$ cat src/include/port_mux_pkg.sv
// Purpose: constants for the pin function multiplexer and port logic
// Assumes: 32-bit AHB-Lite register bus, one aligned word per register
// Notes: byte offsets, reset values and field positions live here
package port_mux_pkg;

  // --------------------------------------------------------------------
  // register byte offsets
  // --------------------------------------------------------------------
  localparam logic [7:0] OFS_P0_OUT = 8'h00;
  localparam logic [7:0] OFS_P0_DIR = 8'h04;
  localparam logic [7:0] OFS_P0_PU = 8'h08;
  localparam logic [7:0] OFS_P0_CTRL = 8'h0C;
  localparam logic [7:0] OFS_P1_OUT = 8'h10;
  localparam logic [7:0] OFS_P1_DIR = 8'h14;
  localparam logic [7:0] OFS_P1_PU = 8'h18;
  localparam logic [7:0] OFS_P1_CTRL = 8'h1C;
  localparam logic [7:0] OFS_P5_OUT = 8'h20;
  localparam logic [7:0] OFS_P5_DIR = 8'h24;
  localparam logic [7:0] OFS_P5_PU = 8'h28;
  localparam logic [7:0] OFS_P5_CTRL = 8'h2C;
  localparam logic [7:0] OFS_P5_FUNC = 8'h30;
  localparam logic [7:0] OFS_P2_ANALOG = 8'h34;
  localparam logic [7:0] OFS_PIN_LEVEL = 8'h38;
  localparam logic [7:0] OFS_IRQ_RISE = 8'h3C;
  localparam logic [7:0] OFS_IRQ_FALL = 8'h40;
  localparam logic [7:0] OFS_IRQ_STATUS = 8'h44;
  localparam logic [7:0] OFS_IRQ_MASK = 8'h48;
  localparam logic [7:0] OFS_INV_CTRL = 8'h4C;

  // --------------------------------------------------------------------
  // reset values (direction: 1 = input)
  // --------------------------------------------------------------------
  localparam logic [3:0] RST_DIR4 = 4'hF;
  localparam logic [2:0] RST_DIR3 = 3'h7;
  localparam logic [3:0] RST_ZERO4 = 4'h0;
  localparam logic [2:0] RST_ZERO3 = 3'h0;
  localparam logic [5:0] RST_ZERO6 = 6'h00;
  localparam logic [6:0] RST_INV_CTRL = 7'h00;
  localparam logic [5:0] INV_STOP_LEVEL = 6'h00;

  // --------------------------------------------------------------------
  // field positions
  // --------------------------------------------------------------------
  // interrupt events: 0..3 port 0 bits 0..3, 4 port 5 bit 1 (pin 3), 5 output stop
  localparam int IRQ_BITS = 6;
  localparam int EXT_IRQS = 5;
  localparam int EV_STOP = 5;
  // pin level word: port 0 [3:0], port 1 [7:4], port 2 [11:8], port 5 [14:12]
  localparam int LVL_P1 = 4;
  localparam int LVL_P2 = 8;
  localparam int LVL_P5 = 12;
  // inverter control: [5:0] real-time data, [6] 1 = real-time port drives
  localparam int INV_SRC_BIT = 6;
  // port 1 index of pins 3,4,6,7; port 5 index of pins 0,3,4
  localparam int P1_RX = 0;
  localparam int P1_TX = 1;
  localparam int P1_FLASH = 3;
  localparam int P5_NARROW = 0;
  localparam int P5_WIDE_A = 1;
  localparam int P5_WIDE_B = 2;
  localparam int P0_STOP = 0;
  localparam int P0_TRIG = 3;

endpackage : port_mux_pkg

$ cat src/design/port_pin_function_mux.sv
// Purpose: pin function multiplexer and port logic for ports 0, 1, 2 and 5
// Assumes: pins synchronous to ref_clk; AHB-Lite slave, word accesses only
// Notes: direction register bit 1 = input; all pin controls registered
//
// Notes on behaviour
// - Port 0 has four pins, each with its own direction bit and pull-up bit.
// - Port 1 has four pins, each with its own direction bit and pull-up bit.
// - Port 5 pins each choose input or output and have software pull-ups.
// - Each pin of ports 0 and 1 except port 1 pin 6 can be switched alone between port and alternate use; pin 6 stays a port pin.
// - External interrupt inputs detect rising, falling or both edges as programmed.
// - The output-stop input on port 0 pin 0 forces the six inverter outputs inactive.
// - Port 0 pin 3 can act as the converter start trigger input.
// - Port 1 pin 3 in alternate mode feeds the serial receiver.
// - Port 1 pin 4 in alternate mode drives the serial transmit data out.
// - Port 1 pin 7 in alternate mode is the flash mode select input.
// - The wide timer first input is its count clock and trigger of both captures.
// - The wide timer second input only triggers the first capture register.
// - The narrow timer clock pin feeds an external count clock to the narrow timer.
// - The six inverter outputs double as real-time port outputs and drive from reset.
// - Other port pins leave reset as inputs and are enabled by software.
// - Port 2 is input only, each pin a digital input or an analog input.
//
// The register offsets and the AHB-Lite interface to the registers are this design's own decisions.
`timescale 1ns/1ps
module port_pin_function_mux (
  // clock and reset
  input wire logic ref_clk,
  input wire logic srst,
  // ahb-lite slave
  input wire logic hsel,
  input wire logic [31:0] haddr,
  input wire logic [1:0] htrans,
  input wire logic hwrite,
  input wire logic [2:0] hsize,
  input wire logic [31:0] hwdata,
  input wire logic hready,
  output logic hreadyout,
  output logic hresp,
  output logic [31:0] hrdata,
  // interrupt
  output logic irq,
  // port 0 pins
  input wire logic [3:0] p0_in,
  output logic [3:0] p0_out,
  output logic [3:0] p0_oe,
  output logic [3:0] p0_pullup,
  // port 1 pins (pins 3, 4, 6, 7)
  input wire logic [3:0] p1_in,
  output logic [3:0] p1_out,
  output logic [3:0] p1_oe,
  output logic [3:0] p1_pullup,
  // port 5 pins (pins 0, 3, 4)
  input wire logic [2:0] p5_in,
  output logic [2:0] p5_out,
  output logic [2:0] p5_oe,
  output logic [2:0] p5_pullup,
  // port 2 pins, input only
  input wire logic [3:0] p2_in,
  output logic [3:0] analog_in_sel,
  // inverter timer / real-time port pins
  output logic [5:0] inverter_timer_out,
  // peripheral side
  input wire logic [5:0] inverter_timer_value,
  output logic inverter_output_stop_in,
  output logic [4:0] ext_irq_event,
  output logic converter_trigger_in,
  output logic serial_rx_pin,
  input wire logic serial_tx_pin,
  output logic flash_mode_select_b,
  output logic wide_timer_clock_capture_in,
  output logic wide_timer_capture_in,
  output logic narrow_timer_clock_in,
  input wire logic wide_timer_out,
  input wire logic narrow_timer_out
);

  // --------------------------------------------------------------------
  // register state
  // --------------------------------------------------------------------
  logic [3:0] p0_data;
  logic [3:0] port0_direction_reg;
  logic [3:0] port0_pullup_reg;
  logic [3:0] p0_ctrl;
  logic [3:0] p1_data;
  logic [3:0] port1_direction_reg;
  logic [3:0] port1_pullup_reg;
  logic [3:0] p1_ctrl;
  logic [2:0] p5_data;
  logic [2:0] p5_dir;
  logic [2:0] p5_pu;
  logic [2:0] p5_ctrl;
  logic [2:0] p5_func;
  logic [3:0] p2_analog;
  logic [4:0] irq_rise;
  logic [4:0] irq_fall;
  logic [5:0] irq_status;
  logic [5:0] irq_mask;
  logic [6:0] inv_ctrl;

  // --------------------------------------------------------------------
  // ahb-lite slave
  // --------------------------------------------------------------------
  logic [7:0] dp_addr;
  logic dp_write;
  logic dp_read;
  logic [31:0] next_rdata;
  logic wr_en;
  logic [5:0] w1c;

  always_ff @(posedge ref_clk) begin
    if (srst) begin
      dp_addr <= 8'h00;
      dp_write <= 1'b0;
      dp_read <= 1'b0;
    end else if (hready) begin
      dp_addr <= haddr[7:0];
      dp_write <= hsel & htrans[1] & hwrite;
      dp_read <= hsel & htrans[1] & ~hwrite;
    end else begin
      dp_read <= 1'b0;
    end
  end

  // reads take one wait state
  always_ff @(posedge ref_clk) begin
    if (srst) begin
      hreadyout <= 1'b1;
      hrdata <= 32'h0000_0000;
    end else if (hready & hsel & htrans[1] & ~hwrite) begin
      hreadyout <= 1'b0;
    end else if (dp_read) begin
      hreadyout <= 1'b1;
      hrdata <= next_rdata;
    end
  end

  always_ff @(posedge ref_clk) begin
    hresp <= 1'b0;
  end

  always_comb begin
    next_rdata = 32'h0;
    case (dp_addr)
      port_mux_pkg::OFS_P0_OUT: next_rdata = {28'h0, p0_data};
      port_mux_pkg::OFS_P0_DIR: next_rdata = {28'h0, port0_direction_reg};
      port_mux_pkg::OFS_P0_PU: next_rdata = {28'h0, port0_pullup_reg};
      port_mux_pkg::OFS_P0_CTRL: next_rdata = {28'h0, p0_ctrl};
      port_mux_pkg::OFS_P1_OUT: next_rdata = {28'h0, p1_data};
      port_mux_pkg::OFS_P1_DIR: next_rdata = {28'h0, port1_direction_reg};
      port_mux_pkg::OFS_P1_PU: next_rdata = {28'h0, port1_pullup_reg};
      port_mux_pkg::OFS_P1_CTRL: next_rdata = {28'h0, p1_ctrl};
      port_mux_pkg::OFS_P5_OUT: next_rdata = {29'h0, p5_data};
      port_mux_pkg::OFS_P5_DIR: next_rdata = {29'h0, p5_dir};
      port_mux_pkg::OFS_P5_PU: next_rdata = {29'h0, p5_pu};
      port_mux_pkg::OFS_P5_CTRL: next_rdata = {29'h0, p5_ctrl};
      port_mux_pkg::OFS_P5_FUNC: next_rdata = {29'h0, p5_func};
      port_mux_pkg::OFS_P2_ANALOG: next_rdata = {28'h0, p2_analog};
      // analog-selected port 2 pins read as zero
      port_mux_pkg::OFS_PIN_LEVEL: next_rdata = {17'h0, p5_in, p2_in & ~p2_analog,
                                                 p1_in, p0_in};
      port_mux_pkg::OFS_IRQ_RISE: next_rdata = {27'h0, irq_rise};
      port_mux_pkg::OFS_IRQ_FALL: next_rdata = {27'h0, irq_fall};
      port_mux_pkg::OFS_IRQ_STATUS: next_rdata = {26'h0, irq_status};
      port_mux_pkg::OFS_IRQ_MASK: next_rdata = {26'h0, irq_mask};
      port_mux_pkg::OFS_INV_CTRL: next_rdata = {25'h0, inv_ctrl};
      default: next_rdata = 32'h0;
    endcase
  end

  assign wr_en = dp_write;
  assign w1c = (wr_en && dp_addr == port_mux_pkg::OFS_IRQ_STATUS) ? hwdata[5:0] : 6'h00;

  // --------------------------------------------------------------------
  // register writes
  // --------------------------------------------------------------------
  always_ff @(posedge ref_clk) begin
    if (srst) begin
      p0_data <= port_mux_pkg::RST_ZERO4;
      port0_direction_reg <= port_mux_pkg::RST_DIR4;
      port0_pullup_reg <= port_mux_pkg::RST_ZERO4;
      p0_ctrl <= port_mux_pkg::RST_ZERO4;
    end else if (wr_en) begin
      case (dp_addr)
        port_mux_pkg::OFS_P0_OUT: p0_data <= hwdata[3:0];
        port_mux_pkg::OFS_P0_DIR: port0_direction_reg <= hwdata[3:0];
        port_mux_pkg::OFS_P0_PU: port0_pullup_reg <= hwdata[3:0];
        port_mux_pkg::OFS_P0_CTRL: p0_ctrl <= hwdata[3:0];
        default: p0_data <= p0_data;
      endcase
    end
  end

  always_ff @(posedge ref_clk) begin
    if (srst) begin
      p1_data <= port_mux_pkg::RST_ZERO4;
      port1_direction_reg <= port_mux_pkg::RST_DIR4;
      port1_pullup_reg <= port_mux_pkg::RST_ZERO4;
      p1_ctrl <= port_mux_pkg::RST_ZERO4;
    end else if (wr_en) begin
      case (dp_addr)
        port_mux_pkg::OFS_P1_OUT: p1_data <= hwdata[3:0];
        port_mux_pkg::OFS_P1_DIR: port1_direction_reg <= hwdata[3:0];
        port_mux_pkg::OFS_P1_PU: port1_pullup_reg <= hwdata[3:0];
        port_mux_pkg::OFS_P1_CTRL: p1_ctrl <= hwdata[3:0];
        default: p1_data <= p1_data;
      endcase
    end
  end

  always_ff @(posedge ref_clk) begin
    if (srst) begin
      p5_data <= port_mux_pkg::RST_ZERO3;
      p5_dir <= port_mux_pkg::RST_DIR3;
      p5_pu <= port_mux_pkg::RST_ZERO3;
      p5_ctrl <= port_mux_pkg::RST_ZERO3;
      p5_func <= port_mux_pkg::RST_ZERO3;
      p2_analog <= port_mux_pkg::RST_ZERO4;
    end else if (wr_en) begin
      case (dp_addr)
        port_mux_pkg::OFS_P5_OUT: p5_data <= hwdata[2:0];
        port_mux_pkg::OFS_P5_DIR: p5_dir <= hwdata[2:0];
        port_mux_pkg::OFS_P5_PU: p5_pu <= hwdata[2:0];
        port_mux_pkg::OFS_P5_CTRL: p5_ctrl <= hwdata[2:0];
        port_mux_pkg::OFS_P5_FUNC: p5_func <= hwdata[2:0];
        port_mux_pkg::OFS_P2_ANALOG: p2_analog <= hwdata[3:0];
        default: p5_data <= p5_data;
      endcase
    end
  end

  always_ff @(posedge ref_clk) begin
    if (srst) begin
      irq_rise <= 5'h00;
      irq_fall <= 5'h00;
      irq_mask <= port_mux_pkg::RST_ZERO6;
      inv_ctrl <= port_mux_pkg::RST_INV_CTRL;
    end else if (wr_en) begin
      case (dp_addr)
        port_mux_pkg::OFS_IRQ_RISE: irq_rise <= hwdata[4:0];
        port_mux_pkg::OFS_IRQ_FALL: irq_fall <= hwdata[4:0];
        port_mux_pkg::OFS_IRQ_MASK: irq_mask <= hwdata[5:0];
        port_mux_pkg::OFS_INV_CTRL: inv_ctrl <= hwdata[6:0];
        default: irq_rise <= irq_rise;
      endcase
    end
  end

  // --------------------------------------------------------------------
  // external interrupt edge detection and sticky status
  // --------------------------------------------------------------------
  logic [4:0] irq_pin;
  logic [4:0] irq_prev;
  logic [4:0] irq_en;
  logic [5:0] event_now;
  logic stop_active;

  assign irq_pin = {p5_in[port_mux_pkg::P5_WIDE_A], p0_in};
  assign irq_en = {p5_ctrl[port_mux_pkg::P5_WIDE_A], p0_ctrl};
  assign stop_active = p0_ctrl[port_mux_pkg::P0_STOP] & p0_in[port_mux_pkg::P0_STOP];

  always_ff @(posedge ref_clk) begin
    if (srst) begin
      irq_prev <= 5'h00;
    end else begin
      irq_prev <= irq_pin;
    end
  end

  genvar gi;
  generate
    for (gi = 0; gi < port_mux_pkg::EXT_IRQS; gi++) begin : g_edge
      assign event_now[gi] = irq_en[gi] & ((irq_rise[gi] & irq_pin[gi] & ~irq_prev[gi]) |
                             (irq_fall[gi] & ~irq_pin[gi] & irq_prev[gi]));
    end
  endgenerate
  assign event_now[port_mux_pkg::EV_STOP] = stop_active;

  // a new event wins over a clear in the same cycle
  always_ff @(posedge ref_clk) begin
    if (srst) begin
      irq_status <= port_mux_pkg::RST_ZERO6;
    end else begin
      irq_status <= (irq_status & ~w1c) | event_now;
    end
  end

  always_ff @(posedge ref_clk) begin
    if (srst) begin
      irq <= 1'b0;
      ext_irq_event <= 5'h00;
    end else begin
      irq <= |(((irq_status & ~w1c) | event_now) & irq_mask);
      ext_irq_event <= event_now[4:0];
    end
  end

  // --------------------------------------------------------------------
  // pin drive: port mode follows registers, control mode follows function
  // --------------------------------------------------------------------
  logic [3:0] next_p1_oe;
  logic [3:0] next_p1_out;
  logic [2:0] next_p5_oe;
  logic [2:0] next_p5_out;
  logic [2:0] p5_func_out;
  logic [2:0] p5_func_drv;

  // port 0 alternate functions are all inputs
  always_ff @(posedge ref_clk) begin
    if (srst) begin
      p0_out <= 4'h0;
      p0_oe <= 4'h0;
      p0_pullup <= 4'h0;
    end else begin
      p0_out <= p0_data & ~p0_ctrl;
      p0_oe <= ~port0_direction_reg & ~p0_ctrl;
      p0_pullup <= port0_pullup_reg & port0_direction_reg;
    end
  end

  always_comb begin
    next_p1_oe = ~port1_direction_reg & ~p1_ctrl;
    next_p1_out = p1_data & ~p1_ctrl;
    if (p1_ctrl[port_mux_pkg::P1_TX]) begin
      next_p1_oe[port_mux_pkg::P1_TX] = 1'b1;
      next_p1_out[port_mux_pkg::P1_TX] = serial_tx_pin;
    end
    // pin 6 has no alternate function and stays a port pin
    if (p1_ctrl[2]) begin
      next_p1_oe[2] = ~port1_direction_reg[2];
      next_p1_out[2] = p1_data[2];
    end
  end

  always_ff @(posedge ref_clk) begin
    if (srst) begin
      p1_out <= 4'h0;
      p1_oe <= 4'h0;
      p1_pullup <= 4'h0;
    end else begin
      p1_out <= next_p1_out;
      p1_oe <= next_p1_oe;
      p1_pullup <= port1_pullup_reg & ~next_p1_oe;
    end
  end

  // port 5 function select on pins 0 and 4: 1 = timer output, 0 = timer input; pin 3 is always an input in control mode
  assign p5_func_out = {wide_timer_out, 1'b0, narrow_timer_out};
  assign p5_func_drv = {p5_func[2], 1'b0, p5_func[0]};

  always_comb begin
    next_p5_oe = ~p5_dir & ~p5_ctrl;
    next_p5_out = p5_data & ~p5_ctrl;
    next_p5_oe = next_p5_oe | (p5_ctrl & p5_func_drv);
    next_p5_out = next_p5_out | (p5_ctrl & p5_func_drv & p5_func_out);
  end

  always_ff @(posedge ref_clk) begin
    if (srst) begin
      p5_out <= 3'h0;
      p5_oe <= 3'h0;
      p5_pullup <= 3'h0;
    end else begin
      p5_out <= next_p5_out;
      p5_oe <= next_p5_oe;
      p5_pullup <= p5_pu & ~next_p5_oe;
    end
  end

  // --------------------------------------------------------------------
  // inverter timer / real-time outputs, driven from reset
  // --------------------------------------------------------------------
  always_ff @(posedge ref_clk) begin
    if (srst) begin
      inverter_timer_out <= port_mux_pkg::INV_STOP_LEVEL;
    end else if (stop_active) begin
      inverter_timer_out <= port_mux_pkg::INV_STOP_LEVEL;
    end else if (inv_ctrl[port_mux_pkg::INV_SRC_BIT]) begin
      inverter_timer_out <= inv_ctrl[5:0];
    end else begin
      inverter_timer_out <= inverter_timer_value;
    end
  end

  // --------------------------------------------------------------------
  // inputs routed to peripherals (low when pin not in control mode, except serial_rx_pin which is then high)
  // --------------------------------------------------------------------
  always_ff @(posedge ref_clk) begin
    if (srst) begin
      inverter_output_stop_in <= 1'b0;
      converter_trigger_in <= 1'b0;
      serial_rx_pin <= 1'b1;
      flash_mode_select_b <= 1'b0;
      wide_timer_clock_capture_in <= 1'b0;
      wide_timer_capture_in <= 1'b0;
      narrow_timer_clock_in <= 1'b0;
      analog_in_sel <= 4'h0;
    end else begin
      inverter_output_stop_in <= stop_active;
      converter_trigger_in <= p0_ctrl[port_mux_pkg::P0_TRIG] &
                              p0_in[port_mux_pkg::P0_TRIG];
      // idle line is high when the receiver is not connected
      serial_rx_pin <= ~p1_ctrl[port_mux_pkg::P1_RX] | p1_in[port_mux_pkg::P1_RX];
      flash_mode_select_b <= p1_ctrl[port_mux_pkg::P1_FLASH] &
                             p1_in[port_mux_pkg::P1_FLASH];
      wide_timer_clock_capture_in <= p5_ctrl[port_mux_pkg::P5_WIDE_A] &
                                     p5_in[port_mux_pkg::P5_WIDE_A];
      wide_timer_capture_in <= p5_ctrl[port_mux_pkg::P5_WIDE_B] &
                               ~p5_func[port_mux_pkg::P5_WIDE_B] &
                               p5_in[port_mux_pkg::P5_WIDE_B];
      narrow_timer_clock_in <= p5_ctrl[port_mux_pkg::P5_NARROW] &
                               ~p5_func[port_mux_pkg::P5_NARROW] &
                               p5_in[port_mux_pkg::P5_NARROW];
      analog_in_sel <= p2_analog;
    end
  end

endmodule : port_pin_function_mux

$ cat config.mk
export PLATFORM = sky130hd
export DESIGN_NAME = port_pin_function_mux
export DESIGN_NICKNAME = d
export VERILOG_FILES = /design/src/include/port_mux_pkg.sv /design/src/design/port_pin_function_mux.sv
export SDC_FILE = /design/constraint.sdc
export NUM_CORES = 1
export LEC_CHECK = 0
export BUFFER_PORTS_ARGS = -buffer_cell sky130_fd_sc_hd__buf_2
export CORE_UTILIZATION = 56
export CTS_CLUSTER_DIAMETER = 80
export CTS_CLUSTER_SIZE = 20
export DETAILED_ROUTE_END_ITERATION = 12
export GPL_TIMING_DRIVEN = 0
export PLACE_DENSITY = 0.84
export RECOVER_POWER = 25
export SYNTH_ARGS = -nofsm -noshare
export SYNTH_HDL_FRONTEND = slang
export SYNTH_SLANG_ARGS = --single-unit
export TNS_END_PERCENT = 5
$ cat constraint.sdc
create_clock -name ref_clk -period 3.9 [get_ports ref_clk]
set_input_delay 0.195 -clock ref_clk [delete_from_list [all_inputs] [get_ports ref_clk]]
set_output_delay 0.195 -clock ref_clk [all_outputs]
set_load 0.02 [all_outputs]
# Word-level counts from Yosys, hierarchy flattened
# Cells that the tools add are included.
dict set report word_totals {
  latch_bits 0
  output_inout_bits 90
  ramBits 0
  n_memories 0
  word_cells 187
  ff_bits 184
  romBits 0
}
dict set report classes {
  eq_ne 19
  muxes 9
  n_mul 0
  bitwise_logic 89
  n_addsub 0
  order_cmp 0
  shifts 0
  div 0
  reduce_logical 25
}
# operator count
set ops {}
lappend ops {{$pmux W15 S20} 1}
lappend ops {{$eq A8 B6 Y1 const B} 8}
lappend ops {{$and A1 B1 Y1} 39}
lappend ops {{$reduce_and A2 Y1} 19}
lappend ops {{$eq A8 B5 Y1 const B} 4}
lappend ops {{$eq A8 B7 Y1 const B} 4}
lappend ops {{$and A4 B4 Y4} 7}
lappend ops {{$not A4 Y4} 6}
lappend ops {{$not A1 Y1} 17}
lappend ops {{$eq A8 B4 Y1 const B} 2}
lappend ops {{$and A3 B3 Y3} 5}
lappend ops {{$and A6 B6 Y6} 2}
lappend ops {{$mux W6} 2}
lappend ops {{$not A3 Y3} 3}
lappend ops {{$eq A8 B3 Y1 const B} 1}
lappend ops {{$logic_not A8 Y1} 1}
lappend ops {{$mux W1} 6}
lappend ops {{$not A6 Y6} 1}
lappend ops {{$or A1 B1 Y1} 6}
lappend ops {{$or A3 B3 Y3} 2}
lappend ops {{$or A6 B6 Y6} 1}
lappend ops {{$reduce_or A6 Y1} 1}
lappend ops {{$reduce_or A2 Y1} 2}
lappend ops {{$reduce_bool A2 Y1} 1}
lappend ops {{$logic_and A1 B1 Y1} 1}

# Logic depth before layout (Yosys ltp)
dict set report depth {
  depth_word 8
  ltp_mapped 8
  depth_no_buf 5
}

# Worst setup path after synthesis
# No wires, ideal clock.
dict set report synth_timing {
  path_type {reg2reg}
  from {reg dp_addr[4]}
  to {reg irq}
  stages_incl_launch_ff 8
  slack_ns 2.266
  setup_time_ns 0.133
  n_path_buf 2
  t_arrival_ns 1.501
  required_time_ns 3.767
  path_cell_list {dfxtp_1 > buf_4 > nor4b_4 > buf_4 > nand4_1 > a21boi_0 > a2bb2oi_1 > a31oi_1}
}
dict set report synth_via {
  elab_chain_len 8
}
# element line
set synth_lines {}
lappend synth_lines {{start, declared} port_pin_function_mux.sv:103} ;# logic [7:0] dp_addr;
lappend synth_lines {{start signal, assigned} port_pin_function_mux.sv:116} ;# dp_addr <= haddr[7:0];
lappend synth_lines {{$eq A8 B7 Y1} port_pin_function_mux.sv:171} ;# assign w1c = (wr_en && dp_addr == port_mux_pkg::OFS_IRQ_STATUS) ? hwdata[5:0] : 6'h00;
lappend synth_lines {{$logic_and A1 B1 Y1} port_pin_function_mux.sv:171}
lappend synth_lines {{$mux W6} port_pin_function_mux.sv:171}
lappend synth_lines {{$not A6 Y6} port_pin_function_mux.sv:292} ;# irq <= |(((irq_status & ~w1c) | event_now) & irq_mask);
lappend synth_lines {{$and A6 B6 Y6} port_pin_function_mux.sv:292}
lappend synth_lines {{$or A6 B6 Y6} port_pin_function_mux.sv:292}
lappend synth_lines {{$and A6 B6 Y6} port_pin_function_mux.sv:292}
lappend synth_lines {{$reduce_or A6 Y1} port_pin_function_mux.sv:292}
lappend synth_lines {{end signal, assigned} port_pin_function_mux.sv:292}
lappend synth_lines {{end, declared} port_pin_function_mux.sv:41} ;# output logic irq,
# No other way between the ends.
# A chain may end at the register's enable or synchronous reset.

# Final worst setup path
dict set report layout_timing {
  from {reg dp_write}
  to {reg irq_fall[0]}
}
dict set report layout_via {
  elab_chain_len 1
}
# element line
set layout_lines {}
lappend layout_lines {{start, declared} port_pin_function_mux.sv:104} ;# logic dp_write;
lappend layout_lines {{start signal, assigned} port_pin_function_mux.sv:117} ;# dp_write <= hsel & htrans[1] & hwrite;
lappend layout_lines {{$reduce_and A2 Y1 (no line)} -}
lappend layout_lines {{end signal, assigned} port_pin_function_mux.sv:240} ;# port_mux_pkg::OFS_IRQ_FALL: irq_fall <= hwdata[4:0];
lappend layout_lines {{end, declared} port_pin_function_mux.sv:95} ;# logic [4:0] irq_fall;
# No other way between the ends.

==> results.cfg <==
[run_status]
outcome = finished with violations
violations = negative hold slack

[power_and_ir_drop]
power_frac_clock_pct = 47.7
netSwitchingPower_uw = 893
p_leak_uw = 0.00388
total_power_uw = 3840
power_density_nw_per_um2 = 454
p_int_uw = 2940
pwr-share-comb_pct = 7.3
share_seq_of_total_power_pct = 45.0
switching_share_pct = 23.3
vdd_drop_max_mv = 0.329

[finish]
drive_gt1_share_pct = 18.8
reg_top3 = hrdata: 15 flops, dp_addr: 8 flops, inv_ctrl: 7 flops
multiInputGateArea_um2 = 3260
areaGrowthSynthToFinish_pct = 21.6
largest_reg_flops = 15
top_register = hrdata
design_area_um2 = 8450
instances_no_fill = 1049
register_area_um2 = 3340
insertedDiodeCount = 0
fill_cells = 953
nets = 967

[global_routing]
antenna_found_initial = 0
grt_pass1_vias = 5601
grt_pass1_wl_um = 33400
grt_usage_pct = 36.0
overflow = 0
grt_max_degree = 17

[sta]
slew_viol_final = 0
fmax_ghz = 0.414
layout_min_cycle_time_ns = 2.42
finalSetupViolCount = 0
max_slew_margin_pct = 40.5
hold_violations = 1
worst_slew_pin_slew_ns = 0.886
tns_ns = 0
rsz0062_at_grt = no
skew_ns = 0.00940
setup_ws_ns = 1.48
holdWs_ns = -0.00354
layout_worst_path_cycle_share_pct = 62.0

[logic_synthesis]
synth_simple_gate_area_share_pct = 20.7
yosys.cell_types.count = 62
ys_seq_elements = 167
synth.avg_cell_area_um2 = 9.76
yosys.area.top_type_share_pct = 48.1
synth_edf_count = 0
async_flop_share_pct = 0
synthCells = 712
synthAdderAreaFrac_pct = 0
synth_top_family_by_area = simple AND/OR/NAND/NOR gates
ys_dominant_reg_cell = dfxtp_1
synth_xor_area_share_pct = 0
synth_compound_area_share_pct = 9.25
netlist_area_um2 = 6950
yosys_warnings = 0
ys_seq_area_share_pct = 48.1
synth_largest_area_cell = dfxtp_1
synth_mux_area_share_pct = 15.9
synth_area_leaders = dfxtp_1, mux2i_1, nor2_1, buf_4, nand2_1

[drt]
via_per_inst = 5.86
wl_per_cell_um = 21.4
wl_um = 22500
top_layer_used = met4
drc = 0
wl_met3_um = 2090
ant_nets = 0
routedLengthMet1_um = 9250
via_count = 6146
first_pass_iters = 6
dr_wl_met2_um = 10300
first_iter_violations = 738

[critical_path]
cp.arrival_ns = 2.72
path_cells = clkbuf_1 -> clkbuf_1 -> nand3_1 -> mux2i_1 -> nor2_1
start_kind = flip-flop
cpMostUsedCell = clkbuf_1
max_stage_delay_ns = 0.63
cp-end-kind = flip-flop
slowest_stage = clkbuf_1
crit_required_ns = 4.20
crit_fanout = 10
crit_type = reg2reg

[clock_network]
cts_resized = 0
clk_path_buf_depth = 2
insertion_delay_ns = 0.44
cts_buffers = 17
clkSinkCount = 167
cts_max_level = 4
root_buffer = clkbuf_16
cts_tree = yes
clk_pin_slew_worst_paths_ns = 0.06

[place]
dp_hpwl_um = 16000
pre_cts_ws_ns = 1.65
port_buffers = 113
dp.cells = 1010
gp_congestion = 0.995
place_area_um2 = 7790

[floorplanning]
ios = 188
initial_core_util_pct = 57.6
die_area_um2 = 12900
core_um2 = 12100
die_h_um = 113
die_x_um = 113
row_count = 40

[hold_path]
hold_path_class = in2reg

[run]
maxCapViolations = 0
synth_stat cells, drive strengths merged (11+ instances only):
library cell and count:
nor3 12, a21oi 16, a22oi 14, mux2i 97
and3 11, nand2 42, clkbuf 27, nand3 20
nor2 109, o21ai 13, buf 44, dfxtp 167
path summary, 6_finish.rpt:
check	start	end	slack [ns]	depth (start not counted)
setup / recovery	dp_write$_SDFFE_PP0P_	irq_fall[0]$_SDFFE_PP0P_	1.48	5
hold / removal	haddr[6]	dp_addr[6]$_SDFFE_PP0P_	-0.004	3
setup reg to reg	dp_write$_SDFFE_PP0P_	irq_fall[0]$_SDFFE_PP0P_	1.48	5
hold reg to reg	hrdata[5]$_SDFFE_PP0P_	hrdata[5]$_SDFFE_PP0P_	0.47	2
what timing repair did:
action / 4_1_cts / 5_1_grt
hold buffers: 8 / 0
buffers inserted: 0 / 0
hold endpoints to repair: 8 / 0
worst max-delay path, delay by kind of cell (launching register included):
kind | cells | cell delay [ns]
simple gates | 2 | 0.61
flops | 1 | 0.32
mux | 1 | 0.30
buf+inv | 2 | 1.05
per-layer routing:
layer  track usage (%)  up-vias
met3              8.29       59
met2              56.4      365
met5                 0        -
met4              17.5        0
li1                  -     2790
met1              47.1     2932
metrics by stage:
step / hold slack (ns) / utilization [%]
floorplan: 0.295 / -
CTS: 0.000264 / 70.5
global placement: 0.418 / 64.6
global route: 0.00852 / 70.1
finish: -0.00354 / 70.1
detailed placement: 0.427 / 64.6
kinds of logic after synthesis:
kind of cell / count (synthesis)
flops: 167
buf+inv: 80
mux: 108
simple gates: 268
compound gates: 88
other cells: 1
power by group through the flow:
stage / combinational [uW] / sequential [uW] / clock, uW
5_1_grt: 290 / 1730 / 1910
3_5_place_dp: 262 / 1760 / 0
2_1_floorplan: 160 / 1770 / 0
6_report: 279 / 1730 / 1830
4_1_cts: 269 / 1730 / 1830
3_3_place_gp: 262 / 1760 / 0
placed cells by master (no fill, tap or decap), drive strengths merged, types with 6 or more instances in the layout:
master and n:
nand3 20, a32oi 6, nand4 7, dlygate4sd3 8
nand2 42, mux2 10, nor2b 9, and3 11
buf 117, nor3 12, and3b 8, conb 18
mux2i 97, a22oi 14, dfxtp 167, o21ai 13
a21oi 16, nor3b 10, nor2 109, inv 10
clkbuf 87, nand3b 7, and2 8
area by class of cell:
cell class | count | share of cell area, %
flip-flops and latches | 167 | 39.6
clock inverters | 11 | 2.34
well taps | 168 | 2.49
clock buffers | 20 | 5.17
repair buffers | 121 | 7.05
plain buffers | 71 | 4.50
inverters | 9 | 0.400
multi-input cells | 482 | 38.5
No activity file was read; power rests on OpenSTA's default activity.
